**src/ioxp_pkg.sv**
```systemverilog
// constants and types shared by the 24-bit port expander
`default_nettype none
package ioxp_pkg;
  // ==========================================================
  // port geometry
  localparam int BANKS = 3;           // number of 8-bit banks
  localparam int BANK_W = 8;          // bits per bank
  localparam int PINS = 24;           // port pins in total
  // ==========================================================
  // register index selected by the command byte
  localparam logic [3:0] REG_IN = 4'h0;    // input banks 0..2
  localparam logic [3:0] REG_OUT = 4'h3;   // output banks 0..2
  localparam logic [3:0] REG_POL = 4'h6;   // polarity banks 0..2
  localparam logic [3:0] REG_CFG = 4'h9;   // direction banks 0..2
  localparam logic [3:0] REG_LAST = 4'hB;  // pointer wraps after this
  // ==========================================================
  // reset values, one bank each
  localparam logic [7:0] CFG_RST = 8'hFF;  // all pins inputs
  localparam logic [7:0] OUT_RST = 8'hFF;  // output latch default
  localparam logic [7:0] POL_RST = 8'h00;  // no inversion
  // ==========================================================
  // bus address: upper six bits fixed, lowest bit from the select pin
  localparam logic [5:0] SLAVE_BASE = 6'h11;  // arbitrary value
  // ==========================================================
  // bus rate
  localparam int CLK_KHZ = 40000;     // core clock, 25 ns period
  localparam int SCL_MAX_KHZ = 400;   // fastest bus clock accepted
  localparam int SCL_PERIOD_CLK = CLK_KHZ / SCL_MAX_KHZ;  // cycles
  // ==========================================================
  // protocol states
  typedef enum logic [3:0] {
    ST_IDLE = 4'b0000,
    ST_ADDR = 4'b0001,
    ST_ADDR_ACK = 4'b0010,
    ST_CMD = 4'b0011,
    ST_CMD_ACK = 4'b0100,
    ST_WR = 4'b0101,
    ST_WR_ACK = 4'b0110,
    ST_RD = 4'b0111,
    ST_RD_ACK = 4'b1000
  } ioxp_state_e;
endpackage
`default_nettype wire

```
**src/ioxp_sync.sv**
```systemverilog
// two flip-flop synchroniser for a group of asynchronous levels
`default_nettype none
module ioxp_sync #(
  parameter int WIDTH = 1,
  parameter logic [WIDTH-1:0] RESET_VAL = '0
) (
  // clock and reset
  input wire logic clk,
  input wire logic rst,
  // levels
  input wire logic [WIDTH-1:0] din,
  output logic [WIDTH-1:0] dout
);
  // first stage, read only by the second stage
  logic [WIDTH-1:0] meta_r;

  // ==========================================================
  // two stages, reset to the idle level of each signal
  always_ff @(posedge clk or posedge rst) begin
    if (rst) begin
      meta_r <= RESET_VAL;
      dout <= RESET_VAL;
    end else begin
      meta_r <= din;
      dout <= meta_r;
    end
  end
endmodule // ioxp_sync
`default_nettype wire

```
**src/ioxp_expander.sv**
```systemverilog
// 24-bit port expander: two-wire bus slave, register banks and pins
`default_nettype none
module ioxp_expander (
  // clock and power-on reset
  input wire logic clk,
  input wire logic rst,
  // external reset pin and address select
  input wire logic rstPinN,
  input wire logic addrSel,
  // two-wire bus
  input wire logic scl,
  input wire logic sdaIn,
  output logic sdaOut,
  output logic sdaOe,
  // port pins
  input wire logic [23:0] portIn,
  output logic [23:0] portOut,
  output logic [23:0] portOe,
  // open-drain interrupt
  output logic intOut,
  output logic intOe
);
  // ==========================================================
  // synchronised inputs
  logic [27:0] syncVec;      // all pins after two flops
  logic rstPinS;             // reset pin, active low
  logic addrS;               // address select
  logic sclS;                // bus clock
  logic sdaS;                // bus data
  logic [23:0] pinS;         // port pin levels
  logic sclPrev_r;           // bus clock one cycle later
  logic sdaPrev_r;           // bus data one cycle later
  logic softRst;             // reset from the pin

  ioxp_sync #(
    .WIDTH(28),
    .RESET_VAL({4'hB, 24'h000000})
  ) u_sync (
    .clk(clk),
    .rst(rst),
    .din({rstPinN, addrSel, scl, sdaIn, portIn}),
    .dout(syncVec)
  );

  assign {rstPinS, addrS, sclS, sdaS, pinS} = syncVec;
  assign softRst = !rstPinS;

  // ==========================================================
  // edge history for start, stop and clock edges
  always_ff @(posedge clk or posedge rst) begin
    if (rst) begin
      sclPrev_r <= 1'b1;
      sdaPrev_r <= 1'b1;
    end else begin
      sclPrev_r <= sclS;
      sdaPrev_r <= sdaS;
    end
  end

  logic sclRise;   // bus clock rising
  logic sclFall;   // bus clock falling
  logic startCond; // data falls with clock high
  logic stopCond;  // data rises with clock high
  // sampling at 40 MHz leaves ample cycles per 400 kHz half period
  assign sclRise = sclS && !sclPrev_r;
  assign sclFall = !sclS && sclPrev_r;
  assign startCond = sclS && sclPrev_r && sdaPrev_r && !sdaS;
  assign stopCond = sclS && sclPrev_r && !sdaPrev_r && sdaS;

  // ==========================================================
  // protocol state
  ioxp_pkg::ioxp_state_e state_r;
  logic [3:0] bitCnt_r;      // bits moved in the current byte
  logic [7:0] shift_r;       // received byte
  logic [7:0] txByte_r;      // byte being sent
  logic [3:0] ptr_r;         // selected register
  logic rw_r;                // read requested
  logic ackd_r;              // master acked a read byte
  logic wrStb;               // a data byte is complete
  logic rdLoad;              // a read byte is fetched
  logic addrHit;             // address byte matches ours
  logic [7:0] rdByte;        // read data at the pointer

  assign wrStb = sclFall && state_r == ioxp_pkg::ST_WR && bitCnt_r == 4'h8;
  assign rdLoad = sclFall && ((state_r == ioxp_pkg::ST_ADDR_ACK && rw_r)
                  || (state_r == ioxp_pkg::ST_RD_ACK && ackd_r));
  assign addrHit = shift_r[7:1] == {ioxp_pkg::SLAVE_BASE, addrS};

  // next register, wrapping after the last one
  function automatic logic [3:0] ptrInc(input logic [3:0] p);
    ptrInc = (p == ioxp_pkg::REG_LAST) ? 4'h0 : p + 4'h1;
  endfunction

  // ==========================================================
  // register banks, one generate slice per bank
  logic [23:0] outReg_r;     // output latches
  logic [23:0] polReg_r;     // polarity inversion
  logic [23:0] cfgReg_r;     // direction, 1 = input
  logic [23:0] inSnap_r;     // input state last reported
  logic snapInit_r;          // snapshot taken after reset
  logic [7:0] rdMux [0:11];  // readable bytes by index

  for (genvar b = 0; b < ioxp_pkg::BANKS; b++) begin : g_bank
    // writes land in the bank the pointer selects
    always_ff @(posedge clk or posedge rst) begin
      if (rst) begin
        outReg_r[8*b +: 8] <= ioxp_pkg::OUT_RST;
        polReg_r[8*b +: 8] <= ioxp_pkg::POL_RST;
        cfgReg_r[8*b +: 8] <= ioxp_pkg::CFG_RST;
      end else if (softRst) begin
        outReg_r[8*b +: 8] <= ioxp_pkg::OUT_RST;
        polReg_r[8*b +: 8] <= ioxp_pkg::POL_RST;
        cfgReg_r[8*b +: 8] <= ioxp_pkg::CFG_RST;
      end else if (wrStb) begin
        if (ptr_r == ioxp_pkg::REG_OUT + 4'(b)) begin
          outReg_r[8*b +: 8] <= shift_r;
        end
        if (ptr_r == ioxp_pkg::REG_POL + 4'(b)) begin
          polReg_r[8*b +: 8] <= shift_r;
        end
        if (ptr_r == ioxp_pkg::REG_CFG + 4'(b)) begin
          cfgReg_r[8*b +: 8] <= shift_r;
        end
      end
    end

    // a read of the input bank updates what the interrupt compares to
    always_ff @(posedge clk or posedge rst) begin
      if (rst) begin
        inSnap_r[8*b +: 8] <= 8'h00;
      end else if (softRst || !snapInit_r) begin
        inSnap_r[8*b +: 8] <= pinS[8*b +: 8];
      end else if (rdLoad && ptr_r == ioxp_pkg::REG_IN + 4'(b)) begin
        inSnap_r[8*b +: 8] <= pinS[8*b +: 8];
      end
    end

    // readback: inputs through the inverter, the rest as stored
    assign rdMux[b] = pinS[8*b +: 8] ^ polReg_r[8*b +: 8];
    assign rdMux[b+3] = outReg_r[8*b +: 8];
    assign rdMux[b+6] = polReg_r[8*b +: 8];
    assign rdMux[b+9] = cfgReg_r[8*b +: 8];
  end

  assign rdByte = rdMux[ptr_r];

  // snapshot is caught at the first clock after reset
  always_ff @(posedge clk or posedge rst) begin
    if (rst) begin
      snapInit_r <= 1'b0;
    end else begin
      snapInit_r <= !softRst;
    end
  end

  // ==========================================================
  // bus slave: address, command byte, then data bytes
  always_ff @(posedge clk or posedge rst) begin
    if (rst) begin
      state_r <= ioxp_pkg::ST_IDLE;
      bitCnt_r <= 4'h0;
      shift_r <= 8'h00;
      txByte_r <= 8'h00;
      ptr_r <= 4'h0;
      rw_r <= 1'b0;
      ackd_r <= 1'b0;
      sdaOe <= 1'b0;
    end else if (softRst || stopCond) begin
      state_r <= ioxp_pkg::ST_IDLE;
      bitCnt_r <= 4'h0;
      sdaOe <= 1'b0;
      if (softRst) begin
        ptr_r <= 4'h0;
      end
    end else if (startCond) begin
      // repeated start is allowed mid-frame
      state_r <= ioxp_pkg::ST_ADDR;
      bitCnt_r <= 4'h0;
      sdaOe <= 1'b0;
    end else begin
      unique case (state_r)
        ioxp_pkg::ST_IDLE: begin
          sdaOe <= 1'b0;
        end
        ioxp_pkg::ST_ADDR, ioxp_pkg::ST_CMD, ioxp_pkg::ST_WR: begin
          if (sclRise && bitCnt_r != 4'h8) begin
            shift_r <= {shift_r[6:0], sdaS};
            bitCnt_r <= bitCnt_r + 4'h1;
          end else if (sclFall && bitCnt_r == 4'h8) begin
            bitCnt_r <= 4'h0;
            sdaOe <= 1'b1;  // ack by pulling low
            if (state_r == ioxp_pkg::ST_ADDR) begin
              // a foreign address leaves the bus alone
              state_r <= addrHit ? ioxp_pkg::ST_ADDR_ACK
                                 : ioxp_pkg::ST_IDLE;
              sdaOe <= addrHit;
              rw_r <= shift_r[0];
            end else if (state_r == ioxp_pkg::ST_CMD) begin
              ptr_r <= (shift_r[3:0] > ioxp_pkg::REG_LAST) ? 4'h0
                       : shift_r[3:0];
              state_r <= ioxp_pkg::ST_CMD_ACK;
            end else begin
              ptr_r <= ptrInc(ptr_r);
              state_r <= ioxp_pkg::ST_WR_ACK;
            end
          end
        end
        ioxp_pkg::ST_ADDR_ACK, ioxp_pkg::ST_CMD_ACK,
        ioxp_pkg::ST_WR_ACK: begin
          if (sclFall) begin
            sdaOe <= 1'b0;
            if (state_r == ioxp_pkg::ST_ADDR_ACK && rw_r) begin
              txByte_r <= rdByte;
              sdaOe <= !rdByte[7];
              ptr_r <= ptrInc(ptr_r);
              state_r <= ioxp_pkg::ST_RD;
            end else if (state_r == ioxp_pkg::ST_ADDR_ACK) begin
              state_r <= ioxp_pkg::ST_CMD;
            end else begin
              state_r <= ioxp_pkg::ST_WR;
            end
          end
        end
        ioxp_pkg::ST_RD: begin
          if (sclFall) begin
            if (bitCnt_r == 4'h7) begin
              bitCnt_r <= 4'h0;
              sdaOe <= 1'b0;
              state_r <= ioxp_pkg::ST_RD_ACK;
            end else begin
              bitCnt_r <= bitCnt_r + 4'h1;
              txByte_r <= {txByte_r[6:0], 1'b0};
              sdaOe <= !txByte_r[6];
            end
          end
        end
        ioxp_pkg::ST_RD_ACK: begin
          if (sclRise) begin
            ackd_r <= !sdaS;
          end else if (sclFall) begin
            if (ackd_r) begin
              txByte_r <= rdByte;
              sdaOe <= !rdByte[7];
              ptr_r <= ptrInc(ptr_r);
              state_r <= ioxp_pkg::ST_RD;
            end else begin
              state_r <= ioxp_pkg::ST_IDLE;  // master ended the read
            end
          end
        end
        default: begin
          state_r <= ioxp_pkg::ST_IDLE;
        end
      endcase
    end
  end

  // ==========================================================
  // pins and interrupt, all from flops
  always_ff @(posedge clk or posedge rst) begin
    if (rst) begin
      portOut <= {3{ioxp_pkg::OUT_RST}};
      portOe <= 24'h000000;
      intOe <= 1'b0;
      intOut <= 1'b0;
      sdaOut <= 1'b0;
    end else begin
      portOut <= outReg_r;
      portOe <= ~cfgReg_r;
      // only input pins take part in the compare
      intOe <= snapInit_r && |((pinS ^ inSnap_r) & cfgReg_r);
      intOut <= 1'b0;
      sdaOut <= 1'b0;  // open drain: low when enabled
    end
  end
endmodule // ioxp_expander
`default_nettype wire

```
**config.mk**
```make
export PLATFORM = sky130hd
export DESIGN_NAME = ioxp_expander
export DESIGN_NICKNAME = d
export VERILOG_FILES = /design/src/ioxp_pkg.sv /design/src/ioxp_sync.sv /design/src/ioxp_expander.sv
export SDC_FILE = /design/constraint.sdc
export NUM_CORES = 1
export LEC_CHECK = 0
export ABC_AREA = 1
export BUFFER_PORTS_ARGS = -buffer_cell sky130_fd_sc_hd__buf_4
export CAP_MARGIN = 20
export CORE_ASPECT_RATIO = 2
export CORE_UTILIZATION = 35
export DETAILED_ROUTE_END_ITERATION = 10
export GPL_TIMING_DRIVEN = 0
export PLACE_DENSITY = 0.48
export SLEW_MARGIN = 20
export SYNTH_ARGS = -nofsm -noshare
export SYNTH_HDL_FRONTEND = slang
export SYNTH_SLANG_ARGS = --single-unit
export TNS_END_PERCENT = 20
```
**constraint.sdc**
```tcl
create_clock -name clk -period 13 [get_ports clk]
set_input_delay 1.95 -clock clk [delete_from_list [all_inputs] [get_ports clk]]
set_output_delay 1.95 -clock clk [all_outputs]
set_load 0.02 [all_outputs]
```
==> flow_summary.json <==
{
  "status": "finished clean",
  "syn-cell-area_um2": 10300,
  "utilization_pct": 42.3,
  "dominantRegCellSynth": "dfrtp_1",
  "power.density_nw_per_um2": 146,
  "grt_pass1_wl_mm": 50.6,
  "slew-limit-headroom_pct": 19.7,
  "hold_buffers": 0,
  "p_comb_share_pct": 13.6,
  "start_util_pct": 35.6,
  "tns_ps": 0,
  "slew_viol_final": 0,
  "synth.top_cell.area_share_pct": 37.5,
  "rows": 88,
  "synth-async-reset-ratio_pct": 100,
  "dp_hpwl_mm": 25.1,
  "vias": 8014,
  "synth_area_leader_cell": "dfrtp_1",
  "setup_ws_ps": 9860,
  "vias_per_cell": 4.95,
  "io_pins": 82,
  "hold_viol_final": 0,
  "place.port_buffers": 79,
  "wirelength_mm": 33.1,
  "final_cells": 1618,
  "dr.pass1.iters": 5,
  "synth_edf_count": 0,
  "cts_buffer_depth": 3,
  "yosys_register_bits": 234,
  "drive_gt1_share_pct": 22.4,
  "antenna_found_initial": 0,
  "finalNetCount": 1277,
  "ir_worst_vdd_mv": 0.104,
  "cap_viol_max_count": 0,
  "power_frac_clock_pct": 39.9,
  "clock_sinks": 234,
  "worstSetupStartpointType": "flip-flop",
  "path_buf_inv": 1,
  "crit_path_cell_trace": "buf_4",
  "period_share_pct": 24.2,
  "leakage_nw": 5.77,
  "endpoint_kind": "output pin",
  "p_int_mw": 1.28,
  "antenna_cells": 0,
  "postRouteAntennaNets": 0,
  "final_cell_area_um2": 12200,
  "dieArea_um2": 30100,
  "fmax_mhz": 318,
  "critPathArrivalTime_ps": 1190,
  "netSwitchingFraction_pct": 28.0,
  "synth.avg_cell_area_um2": 9.07,
  "root_buffer": "clkbuf_16",
  "ys_seq_area_share_pct": 58.0,
  "ys_types": 42,
  "setup_violations": 0,
  "synthTopCellsByArea": "dfrtp_1 38%, dfstp_2 20%, nand2_1 11%, nand3_1 4.1%, nor2_1 3.7%",
  "routabilityCongestion": 0.915,
  "die_y_um": 244,
  "clk_latency_ps": 540,
  "cts_resized": 0,
  "required_ps": 11050,
  "placed_area_um2": 11400,
  "grt_start_max_net_pins": 98,
  "place_ws_ps": 10180,
  "skew_ps": 18.4,
  "dp_cells": 1575,
  "cp_slowest_cell": "dfstp_2",
  "syn_to_final_growth_pct": 18.7,
  "critPathMaxStageDelay_ps": 530,
  "cts_tree": "yes",
  "finalCriticalPeriod_ps": 3140,
  "overflow": 0,
  "die_w_um": 123,
  "yosysWarnings": 0,
  "tightest_slew_ps": 1200,
  "core_area_um2": 28800,
  "cts_htree_levels": 1,
  "syn_inst": 1133,
  "wire_per_inst_um": 20.5,
  "drt-initial-drc-count": 534,
  "numCtsBuffers": 23,
  "grt_pass1_vias": 8226,
  "p_switching_mw": 0.497,
  "post_cts_buffers": 0,
  "route.detailed.drc": 0,
  "hold_class": "reg -> reg",
  "path_max_fanout": 1,
  "track_usage_pct": 23.2,
  "rsz0062_at_grt": "no",
  "clkTransAtPathRegs_ps": 70,
  "p_seq_share_pct": 46.5,
  "path_class": "reg -> out",
  "path_delay_family": "flip-flops"
}
## Yosys cell counts (9+ instances only)
| master | number |
|---|---|
| buf_2 | 11 |
| xor2_1 | 11 |
| inv_1 | 99 |
| o21ai_1 | 50 |
| inv_2 | 9 |
| nand2_2 | 10 |
| a21oi_1 | 63 |
| nor2_1 | 102 |
| o21ai_0 | 58 |
| clkbuf_1 | 13 |
| dfstp_2 | 80 |
| dfrtp_1 | 154 |
| nand3_1 | 85 |
| nand2_1 | 291 |
## worst paths after layout
| path | endpoint | depth (start not counted) | start | slack (ps) |
|---|---|---|---|---|
| max in group asynchronous | portOut[0] | 3 | rst | 10720 |
| min in group asynchronous | u_sync.meta_r[5] | 2 | rst | 1420 |
| worst min-delay path | u_sync.dout[3] | 0 | u_sync.meta_r[3] | 340 |
| worst min register to register | u_sync.dout[3] | 0 | u_sync.meta_r[3] | 340 |
| worst max-delay path | portOut[12] | 1 | portOut[12] | 9860 |
| worst max register to register | polReg_r[20] | 6 | ptr_r[0] | 10570 |
## power groups by stage
| stage | registers, mW | clock network (mW) | logic, mW |
|---|---|---|---|
| floorplan | 0.843 | 0 | 0.125 |
| global route | 0.832 | 0.759 | 0.265 |
| detailed placement | 0.840 | 0 | 0.243 |
| finish | 0.827 | 0.709 | 0.241 |
| CTS | 0.827 | 0.734 | 0.244 |
| global placement | 0.839 | 0 | 0.240 |
## kinds of logic after synthesis
| family | count (synthesis) | synth area share, % |
|---|---|---|
| other | 1 | 0.0365 |
| XOR/XNOR | 19 | 1.62 |
| buffers and inverters | 147 | 6.03 |
| adder cells (fa/ha/maj) | 6 | 0.731 |
| flip-flops | 234 | 58.0 |
| AO/OA/AOI/OAI | 189 | 10.2 |
| AND/OR/NAND/NOR | 537 | 23.4 |
## layer usage
| metal | routed length, um | global-route usage, % | vias to the layer above |
|---|---|---|---|
| li1 | - | - | 3853 |
| met1 | 11900 | 24.5 | 3898 |
| met2 | 17800 | 42.0 | 171 |
| met3 | 1040 | 2.57 | 92 |
| met4 | 2360 | 15.6 | 0 |
| met5 | 0 | 0 | - |
## flip-flops by register name (all words and copies together), names as in the netlist
register	count
portOe	24
intOe	1
portOut	24
sdaPrev_r	1
inSnap_r	24
sclPrev_r	1
state_r	4
sdaOe	1
bitCnt_r	4
cfgReg_r	24
shift_r	8
ptr_r	4
ackd_r	1
u_sync.dout	28
polReg_r	24
snapInit_r	1
outReg_r	24
u_sync.meta_r	28
txByte_r	7
rw_r	1
## through the flow
| stage | hold slack, ps | power [mW] |
|---|---|---|
| 6_report | 343 | 1.78 |
| 5_1_grt | 351 | 1.86 |
| 4_1_cts | 347 | 1.80 |
| 3_5_place_dp | 335 | 1.08 |
| 3_3_place_gp | 334 | 1.08 |
| 2_1_floorplan | 331 | 0.969 |
## cell type report
class,instances,area [um^2]
fillers,2951,16600
flip-flops and latches,234,5960
multi-input cells,753,3700
clock buffers,33,694
repair buffers,82,656
well taps,360,450
inverters,111,425
plain buffers,36,201
clock inverters,9,111
## cells in the final DEF, fill, tap and decap left out, drive strengths merged
cell      netlist  routed
a21boi          1       1
nand3b          1       1
or2             7       7
xnor2           8       8
dfstp          80      80
conb            1       2
o22ai           1       1
clkinv          3       4
a21oi          65      65
ha              6       6
nor3            7       7
xor2           11      11
o31ai           1       1
inv           108     111
o211ai          8       8
clkinvlp        0       3
bufinv          0       2
clkbuf         13      46
nand4           8       8
o21ai         108     108
nor2          112     112
dfrtp         154     154
a21o            1       1
nand3          95      95
buf            23     105
and2            1       1
o32ai           1       1
a31oi           3       3
nand2         306     306
Note: power is estimated with default switching activity, not from simulation.
